<file path="config.mk">
export PLATFORM = sky130hd
export DESIGN_NAME = fofu_unit
export DESIGN_NICKNAME = d
export VERILOG_FILES = /design/src/fofu_pkg.sv /design/src/fofu_unit.sv
export SDC_FILE = /design/constraint.sdc
export NUM_CORES = 1
export LEC_CHECK = 0
export BUFFER_PORTS_ARGS = -buffer_cell sky130_fd_sc_hd__buf_2
export CORE_MARGIN = 2
export CORE_UTILIZATION = 45
export CTS_BUF_LIST = sky130_fd_sc_hd__clkbuf_4 sky130_fd_sc_hd__clkbuf_8 sky130_fd_sc_hd__clkbuf_16
export DETAILED_ROUTE_END_ITERATION = 10
export PLACE_DENSITY = 0.75
export REMOVE_ABC_BUFFERS = 1
export SETUP_SLACK_MARGIN = 0.4
export SLEW_MARGIN = 20
export SYNTH_ARGS = -nofsm -noshare
export SYNTH_HDL_FRONTEND = slang
export SYNTH_SLANG_ARGS = --single-unit
</file>
<file path="constraint.sdc">
create_clock -name clk_i -period 6.8 [get_ports clk_i]
set_input_delay 0.34 -clock clk_i [delete_from_list [all_inputs] [get_ports clk_i]]
set_output_delay 0.34 -clock clk_i [all_outputs]
set_load 0.02 [all_outputs]
</file>
<file path="src/fofu_pkg.sv">
package fofu_pkg;

    // ------------------------------------------------------------
    // Operand formats and the transfer sequencer
    // ------------------------------------------------------------
    typedef enum logic [1:0] {
        FOFU_FMT_SHORT  = 2'b00,
        FOFU_FMT_LONG   = 2'b01,
        FOFU_FMT_SINGLE = 2'b10,
        FOFU_FMT_DOUBLE = 2'b11
    } fofu_fmt_t;

    typedef enum logic [2:0] {
        FOFU_ST_IDLE   = 3'b000,
        FOFU_ST_LOAD   = 3'b001,
        FOFU_ST_NORM   = 3'b010,
        FOFU_ST_HOLD   = 3'b011,
        FOFU_ST_STORE  = 3'b100
    } fofu_state_t;

    typedef enum logic [1:0] {
        FOFU_OP_NONE   = 2'b00,
        FOFU_OP_LOAD   = 2'b01,
        FOFU_OP_STORE  = 2'b10,
        FOFU_OP_NEGATE = 2'b11
    } fofu_op_t;

    // ------------------------------------------------------------
    // Working word layout and widths
    // ------------------------------------------------------------
    localparam int          FOFU_MEM_W      = 16;
    localparam int          FOFU_FRAC_W     = 64;
    localparam int          FOFU_EXP_W      = 8;
    localparam int          FOFU_OVF_POS    = 63;
    localparam int          FOFU_HID_POS    = 62;
    localparam int          FOFU_SF_FRAC_W  = 23;
    localparam int          FOFU_DF_FRAC_W  = 55;
    localparam logic [7:0]  FOFU_EXP_BIAS   = 8'h80;
    localparam logic [7:0]  FOFU_EXP_ZERO   = 8'h00;
    localparam logic [2:0]  FOFU_WORDS_I    = 3'h1;
    localparam logic [2:0]  FOFU_WORDS_L    = 3'h2;
    localparam logic [2:0]  FOFU_WORDS_F    = 3'h2;
    localparam logic [2:0]  FOFU_WORDS_D    = 3'h4;
    localparam logic [5:0]  FOFU_NORM_MAX   = 6'h3f;

    // Number of 16-bit memory words that make up one operand.
    function automatic logic [2:0] fofu_words(input fofu_fmt_t f);
        case (f)
            FOFU_FMT_SHORT:  fofu_words = FOFU_WORDS_I;
            FOFU_FMT_LONG:   fofu_words = FOFU_WORDS_L;
            FOFU_FMT_SINGLE: fofu_words = FOFU_WORDS_F;
            default:         fofu_words = FOFU_WORDS_D;
        endcase
    endfunction

endpackage

</file>
<file path="src/fofu_unit.sv">
`timescale 1ns/1ps
module fofu_unit
    import fofu_pkg::*;
(
    // Clock and reset.
    input  wire logic                   clk_i,
    input  wire logic                   reset_n_i,
    // Command from the host core.
    input  wire logic                   cmd_valid_i,
    input  wire logic [1:0]             cmd_op_i,
    input  wire logic [1:0]             cmd_fmt_i,
    // Operand words from memory, most significant first.
    input  wire logic                   word_in_valid_i,
    input  wire logic [FOFU_MEM_W-1:0]  word_in_i,
    // Arithmetic result written into the working word by the core.
    input  wire logic                   res_valid_i,
    input  wire logic                   res_sign_i,
    input  wire logic [FOFU_EXP_W-1:0]  res_exp_i,
    input  wire logic [FOFU_FRAC_W-1:0] res_frac_i,
    // Words back toward memory, most significant first.
    output logic                        word_out_valid_o,
    output logic [FOFU_MEM_W-1:0]       word_out_o,
    // Working word visible to the core.
    output logic                        wk_sign_o,
    output logic [FOFU_EXP_W-1:0]       wk_exp_o,
    output logic [FOFU_FRAC_W-1:0]      wk_frac_o,
    // Status and exceptions.
    output logic                        busy_o,
    output logic                        done_o,
    output logic                        zero_o,
    output logic                        neg_o,
    output logic                        exc_fmt_o,
    output logic                        exc_ovf_o
);

    // ------------------------------------------------------------
    // State
    // ------------------------------------------------------------
    fofu_state_t               state_r,  state_nxt;
    fofu_fmt_t                 fmt_r,    fmt_nxt;
    logic [2:0]                cnt_r,    cnt_nxt;
    logic [63:0]               raw_r,    raw_nxt;
    logic                      sign_r,   sign_nxt;
    logic [FOFU_EXP_W-1:0]     exp_r,    exp_nxt;
    logic [FOFU_FRAC_W-1:0]    frac_r,   frac_nxt;
    logic                      wov_r,    wov_nxt;
    logic [FOFU_MEM_W-1:0]     wout_r,   wout_nxt;
    logic                      done_r,   done_nxt;
    logic                      efmt_r,   efmt_nxt;
    logic                      eovf_r,   eovf_nxt;
    logic                      zero_r,   zero_nxt;
    logic [5:0]                nrm_r,    nrm_nxt;
    logic                      busy_r,   busy_nxt;

    // Left-aligned 64-bit packed image of the working word; its top 16 bits go out first.
    function automatic logic [63:0] pack(input fofu_fmt_t f, input logic s,
                                         input logic [7:0] e, input logic [63:0] m);
        logic [63:0] p;
        p = 64'h0;
        case (f)
            FOFU_FMT_SHORT:  p = {m[15:0], 48'h0};
            FOFU_FMT_LONG:   p = {m[31:0], 32'h0};
            // Hidden bit 62 is left behind; only bits below it are stored.
            FOFU_FMT_SINGLE: p = {s, e, m[61:39], 32'h0};
            default:         p = {s, e, m[61:7]};
        endcase
        return p;
    endfunction

    // ------------------------------------------------------------
    // Next-state logic
    // ------------------------------------------------------------
    always_comb begin
        state_nxt = state_r;
        fmt_nxt   = fmt_r;
        cnt_nxt   = cnt_r;
        raw_nxt   = raw_r;
        sign_nxt  = sign_r;
        exp_nxt   = exp_r;
        frac_nxt  = frac_r;
        wov_nxt   = 1'b0;
        wout_nxt  = wout_r;
        done_nxt  = 1'b0;
        efmt_nxt  = efmt_r;
        eovf_nxt  = eovf_r;
        zero_nxt  = zero_r;
        nrm_nxt   = nrm_r;
        case (state_r)
            FOFU_ST_IDLE, FOFU_ST_HOLD: begin
                if (cmd_valid_i) begin
                    // The format field is two bits, so all four codes are legal formats.
                    fmt_nxt  = fofu_fmt_t'(cmd_fmt_i);
                    cnt_nxt  = fofu_words(fofu_fmt_t'(cmd_fmt_i));
                    efmt_nxt = 1'b0;
                    eovf_nxt = 1'b0;
                    case (fofu_op_t'(cmd_op_i))
                        FOFU_OP_LOAD: begin
                            raw_nxt   = 64'h0;
                            state_nxt = FOFU_ST_LOAD;
                        end
                        FOFU_OP_STORE: begin
                            raw_nxt   = pack(fofu_fmt_t'(cmd_fmt_i), sign_r, exp_r, frac_r);
                            state_nxt = FOFU_ST_STORE;
                        end
                        FOFU_OP_NEGATE: begin
                            // Integers cannot be negated by a sign flip.
                            if (cmd_fmt_i[1]) begin
                                sign_nxt = ~sign_r;
                            end else begin
                                efmt_nxt = 1'b1;
                            end
                            done_nxt = 1'b1;
                        end
                        default: efmt_nxt = 1'b1;
                    endcase
                end else if (res_valid_i) begin
                    sign_nxt  = res_sign_i;
                    exp_nxt   = res_exp_i;
                    frac_nxt  = res_frac_i;
                    nrm_nxt   = FOFU_NORM_MAX;
                    state_nxt = FOFU_ST_NORM;
                end
            end
            FOFU_ST_LOAD: begin
                if (word_in_valid_i) begin
                    // First word holds the sign, and for floats the exponent; later ones descend.
                    raw_nxt = {raw_r[47:0], word_in_i};
                    cnt_nxt = cnt_r - 3'h1;
                    if (cnt_r == 3'h1) begin
                        state_nxt = FOFU_ST_HOLD;
                        done_nxt  = 1'b1;
                        case (fmt_r)
                            FOFU_FMT_SHORT: begin
                                // Sign taken from the top bit of the word.
                                sign_nxt = word_in_i[15];
                                exp_nxt  = FOFU_EXP_ZERO;
                                frac_nxt = {{48{word_in_i[15]}}, word_in_i};
                                zero_nxt = (word_in_i == 16'h0);
                            end
                            FOFU_FMT_LONG: begin
                                sign_nxt = raw_r[15];
                                exp_nxt  = FOFU_EXP_ZERO;
                                frac_nxt = {{32{raw_r[15]}}, raw_r[15:0], word_in_i};
                                zero_nxt = ({raw_r[15:0], word_in_i} == 32'h0);
                            end
                            FOFU_FMT_SINGLE: begin
                                sign_nxt = raw_r[15];
                                exp_nxt  = raw_r[14:7];
                                // Overflow clear, hidden bit restored.
                                frac_nxt = {2'b01, raw_r[6:0], word_in_i, 39'h0};
                                zero_nxt = (raw_r[14:7] == FOFU_EXP_ZERO);
                                if (raw_r[14:7] == FOFU_EXP_ZERO) begin
                                    frac_nxt = 64'h0;
                                end
                            end
                            default: begin
                                sign_nxt = raw_r[47];
                                exp_nxt  = raw_r[46:39];
                                frac_nxt = {2'b01, raw_r[38:0], word_in_i, 7'h0};
                                zero_nxt = (raw_r[46:39] == FOFU_EXP_ZERO);
                                if (raw_r[46:39] == FOFU_EXP_ZERO) begin
                                    frac_nxt = 64'h0;
                                end
                            end
                        endcase
                    end
                end
            end
            FOFU_ST_NORM: begin
                // One shift per cycle; an all-zero fraction is cleared at once, and the step limit bounds the left shifts.
                if (frac_r[FOFU_OVF_POS]) begin
                    frac_nxt = {1'b0, frac_r[63:1]};
                    exp_nxt  = exp_r + 8'h01;
                    eovf_nxt = (exp_r == 8'hff);
                end else if (frac_r == 64'h0 || exp_r == FOFU_EXP_ZERO) begin
                    frac_nxt  = 64'h0;
                    exp_nxt   = FOFU_EXP_ZERO;
                    zero_nxt  = 1'b1;
                    done_nxt  = 1'b1;
                    state_nxt = FOFU_ST_HOLD;
                end else if (!frac_r[FOFU_HID_POS] && nrm_r != 6'h0) begin
                    frac_nxt = {frac_r[62:0], 1'b0};
                    exp_nxt  = exp_r - 8'h01;
                    nrm_nxt  = nrm_r - 6'h01;
                end else begin
                    zero_nxt  = 1'b0;
                    done_nxt  = 1'b1;
                    state_nxt = FOFU_ST_HOLD;
                end
            end
            FOFU_ST_STORE: begin
                wout_nxt = raw_r[63:48];
                wov_nxt  = 1'b1;
                raw_nxt  = {raw_r[47:0], 16'h0};
                cnt_nxt  = cnt_r - 3'h1;
                if (cnt_r == 3'h1) begin
                    done_nxt  = 1'b1;
                    state_nxt = FOFU_ST_HOLD;
                end
            end
            default: state_nxt = FOFU_ST_IDLE;
        endcase
        // Busy follows the next state so the pin is driven straight from a flop.
        busy_nxt = (state_nxt == FOFU_ST_LOAD) || (state_nxt == FOFU_ST_NORM)
                   || (state_nxt == FOFU_ST_STORE);
    end

    // ------------------------------------------------------------
    // Registers
    // ------------------------------------------------------------
    always_ff @(posedge clk_i or negedge reset_n_i) begin
        if (!reset_n_i) begin
            state_r <= FOFU_ST_IDLE;
            fmt_r   <= FOFU_FMT_SHORT;
            cnt_r   <= 3'h0;
            raw_r   <= 64'h0;
            sign_r  <= 1'b0;
            exp_r   <= 8'h00;
            frac_r  <= 64'h0;
            wov_r   <= 1'b0;
            wout_r  <= 16'h0;
            done_r  <= 1'b0;
            efmt_r  <= 1'b0;
            eovf_r  <= 1'b0;
            zero_r  <= 1'b1;
            nrm_r   <= 6'h0;
            busy_r  <= 1'b0;
        end else begin
            state_r <= state_nxt;
            fmt_r   <= fmt_nxt;
            cnt_r   <= cnt_nxt;
            raw_r   <= raw_nxt;
            sign_r  <= sign_nxt;
            exp_r   <= exp_nxt;
            frac_r  <= frac_nxt;
            wov_r   <= wov_nxt;
            wout_r  <= wout_nxt;
            done_r  <= done_nxt;
            efmt_r  <= efmt_nxt;
            eovf_r  <= eovf_nxt;
            zero_r  <= zero_nxt;
            nrm_r   <= nrm_nxt;
            busy_r  <= busy_nxt;
        end
    end

    // Outputs straight from flip-flops.
    assign word_out_valid_o = wov_r;
    assign word_out_o       = wout_r;
    assign wk_sign_o        = sign_r;
    assign wk_exp_o         = exp_r;
    assign wk_frac_o        = frac_r;
    assign busy_o           = busy_r;
    assign done_o           = done_r;
    assign zero_o           = zero_r;
    assign neg_o            = sign_r;
    assign exc_fmt_o        = efmt_r;
    assign exc_ovf_o        = eovf_r;
endmodule // fofu_unit

</file>
==> flow_summary.json <==
{
  "yosys.area_share.simple": 0.189,
  "design_area_sq_um": 12600,
  "post_cts_resized": 0,
  "clockBufferDepth": 2,
  "yosysTopAreaCell": "dfrtp_1",
  "port_buffers": 193,
  "die_height_microns": 160,
  "path_class": "register to register",
  "grt_pass1_wl_microns": 66200,
  "ir_drop_uv": 283,
  "worst-path-buf-inv": 1,
  "synth-compound-area-share": 0.304,
  "start_util": 0.454,
  "crit_slowest_cell": "a21o_1",
  "max_cap_viol_count": 0,
  "first_iter_violations": 1807,
  "hold_violations": 0,
  "drcViolationCount": 0,
  "critical-path-max-stage-delay_ns": 0.76,
  "vias": 11700,
  "crit_top_cell": "a21o_1",
  "power.density_nw_per_um2": 603,
  "final_nets": 1583,
  "r2r_end": "wk_frac_o[52]",
  "rows": 57,
  "path_clk_slew_ns": 0.07,
  "ant_nets": 0,
  "crit_cells": 7,
  "synth-async-reset-ratio": 1.00,
  "drt-pass1-iter-count": 8,
  "routabilityCongestion": 0.953,
  "antenna_found_initial": 0,
  "cts_buffers": 17,
  "io_pins": 194,
  "startpoint": "fmt_r[0]",
  "netlist_area_sq_um": 10900,
  "synth.area.top_cells": "dfrtp_1 39%, a21oi_1 8.7%, a22oi_1 6.8%",
  "max_freq_ghz": 0.271,
  "die_w_microns": 160,
  "syn_inst": 1362,
  "core_area_sq_um": 24100,
  "hpwl_microns": 28200,
  "grt_setup_unrepaired": "no",
  "synth-seq-area-share": 0.396,
  "grt_pass1_vias": 11100,
  "relSlewSlack": 0.211,
  "synth.top_cell.area_share": 0.394,
  "fin_ws_ns": 3.11,
  "clock_skew_ns": 0.00830,
  "via_per_inst": 6.50,
  "cp_top_family": "compound AO/OA/AOI/OAI gates",
  "synth_cell_types": 59,
  "pre_cts_ws_ns": 2.82,
  "synthToLayoutAreaGrowth_pct": 15.6,
  "gr-usage-all-layers": 0.333,
  "drt-total-wl_microns": 43200,
  "grt_max_degree": 109,
  "cts_hold_buf": 0,
  "arrival_ns": 4.04,
  "cp-end-kind": "register",
  "synth_edf_count": 0,
  "crit_required_ns": 7.15,
  "r2r_slack_ns": 3.11,
  "synth_top_flop_cell": "dfrtp_1",
  "htree_levels": 4,
  "ys_seq_elements": 173,
  "r2r_start": "fmt_r[0]",
  "final_layout_size_suffix_gt1_frac": 0.194,
  "finalSetupViolCount": 0,
  "hp-class": "input pin to asynchronous set/reset pin",
  "maxSlewViolCount": 0,
  "start_kind": "register",
  "detail_route.wl_per_cell_microns": 23.9,
  "p_leak_uw": 0.00562,
  "dpl_cell_area_sq_um": 12000,
  "worstPathCellList": "ha_2 -> buf_4 -> a21o_1 -> a21o_1 -> o21a_2 -> a221oi_1 -> o31ai_2",
  "min_period_over_period": 0.543,
  "rr_worst_depth": 7,
  "synthXorXnorAreaFrac": 0.00881,
  "crit_fanout": 64,
  "tightestPinTransition_ns": 1.18,
  "clk_latency_ns": 0.44,
  "synthAdderAreaFrac": 0.0195,
  "timing.final.crit_period_ns": 3.69,
  "dieArea_sq_um": 25600,
  "grt_overflow": 0,
  "synth_top_family_by_area": "compound AO/OA/AOI/OAI gates",
  "tritoncts": "built",
  "cts_setup_buffers": 0,
  "cts_root_buffer": "clkbuf_16",
  "antenna_cells": 0,
  "synth_warnings": 0,
  "clkSinkCount": 173,
  "avgSynthCellArea_sq_um": 8.03,
  "muxShareOfSynthArea": 0.0185,
  "outcome": "finished clean"
}
[worst max-delay path by stage]
stage                    end  slack (ns)
5_1_grt        wk_frac_o[39]        2.94
6_report       wk_frac_o[52]        3.11
3_3_place_gp   wk_frac_o[56]        3.03
4_1_cts        wk_frac_o[52]        2.80
2_1_floorplan       raw_r[0]       -1.19
3_5_place_dp   wk_frac_o[52]        2.82
[stage by stage]
step           total power, uW  utilization  hold slack [ns]  setup TNS (ns)  cells
2_1_floorplan             4970            -           0.0444          -76.03   1241
3_3_place_gp              6280        0.497            0.484               0   1772
3_5_place_dp              6430        0.498            0.490               0   1773
4_1_cts                   7500        0.524           0.0659               0   1805
5_1_grt                   8090        0.525           0.0813               0   1805
6_report                  7630        0.525           0.0149               0   1805
[layout by cell type, fill, tap and decap left out, drive strengths merged, types with 4 or more instances in the layout]
master / count
nand2: 170
a21boi: 5
nor3: 13
nor2: 191
nand3: 10
a22oi: 99
xor2: 4
nand2b: 13
a21oi: 191
buf: 208
and2: 6
o21ai: 36
inv: 54
a221oi: 23
ha: 17
nor2b: 21
a211oi: 4
and3: 5
or4: 4
nor4: 22
dfrtp: 172
a222oi: 9
clkbuf: 23
o31ai: 73
nand4: 7
a221o: 30
xnor2: 7
mux2: 18
[state kept, by name (all words and copies together) (netlist names), 2 cells and up]
name / cells
wk_frac_o: 64
word_out_o: 16
nrm_r: 6
fmt_r: 2
wk_exp_o: 8
state_r: 3
raw_r: 64
cnt_r: 3
[synth_stat cells, types with 4 or more instances]
library cell / instances
a21oi_1: 191
nor2_1: 191
dfrtp_1: 172
nand2_1: 170
clkbuf_1: 100
a22oi_1: 99
o31ai_1: 63
inv_1: 54
o21ai_0: 35
a221o_1: 30
a221oi_1: 23
nor4_1: 22
nor2b_1: 21
mux2_2: 18
ha_1: 17
buf_2: 13
nand2b_1: 13
nor3_1: 12
nand3_1: 10
o31ai_2: 10
a222oi_1: 9
nand4_1: 7
xnor2_1: 7
a21boi_0: 5
and2_1: 5
and3_1: 5
buf_1: 4
or4_1: 4
xor2_1: 4
[power breakdown]
group | total [uW] | internal (uW) | leakage, uW | switching, uW
clock network | 1060 | 621 | 0.000300 | 442
registers | 2490 | 1520 | 0.00210 | 968
logic | 4080 | 1470 | 0.00322 | 2610
[cell type report]
type	instances	area, sq um
Multi-Input combinational cell	1014	5970
Timing Repair Buffer	208	1110
Inverter	54	203
Fill cell	2368	11500
Sequential cell	173	4330
Tap cell	324	405
Clock inverter	9	135
Clock buffer	23	489
[cell families after synthesis]
| family | count (synthesis) |
|---|---|
| flops | 173 |
| xor+xnor | 11 |
| mux | 18 |
| compound gates | 493 |
| buf+inv | 175 |
| fa+ha+maj | 17 |
| simple gates | 475 |
[routing by layer]
| layer | up-vias | global-route usage | share of wire |
|---|---|---|---|
| met3 | 130 | 0.0655 | 0.12 |
| met4 | 0 | 0.139 | 0.038 |
| met5 | - | 0 | 0 |
| met1 | 5608 | 0.468 | 0.40 |
| met2 | 855 | 0.506 | 0.45 |
| li1 | 5147 | - | - |
(Power assumes the default switching activity.)
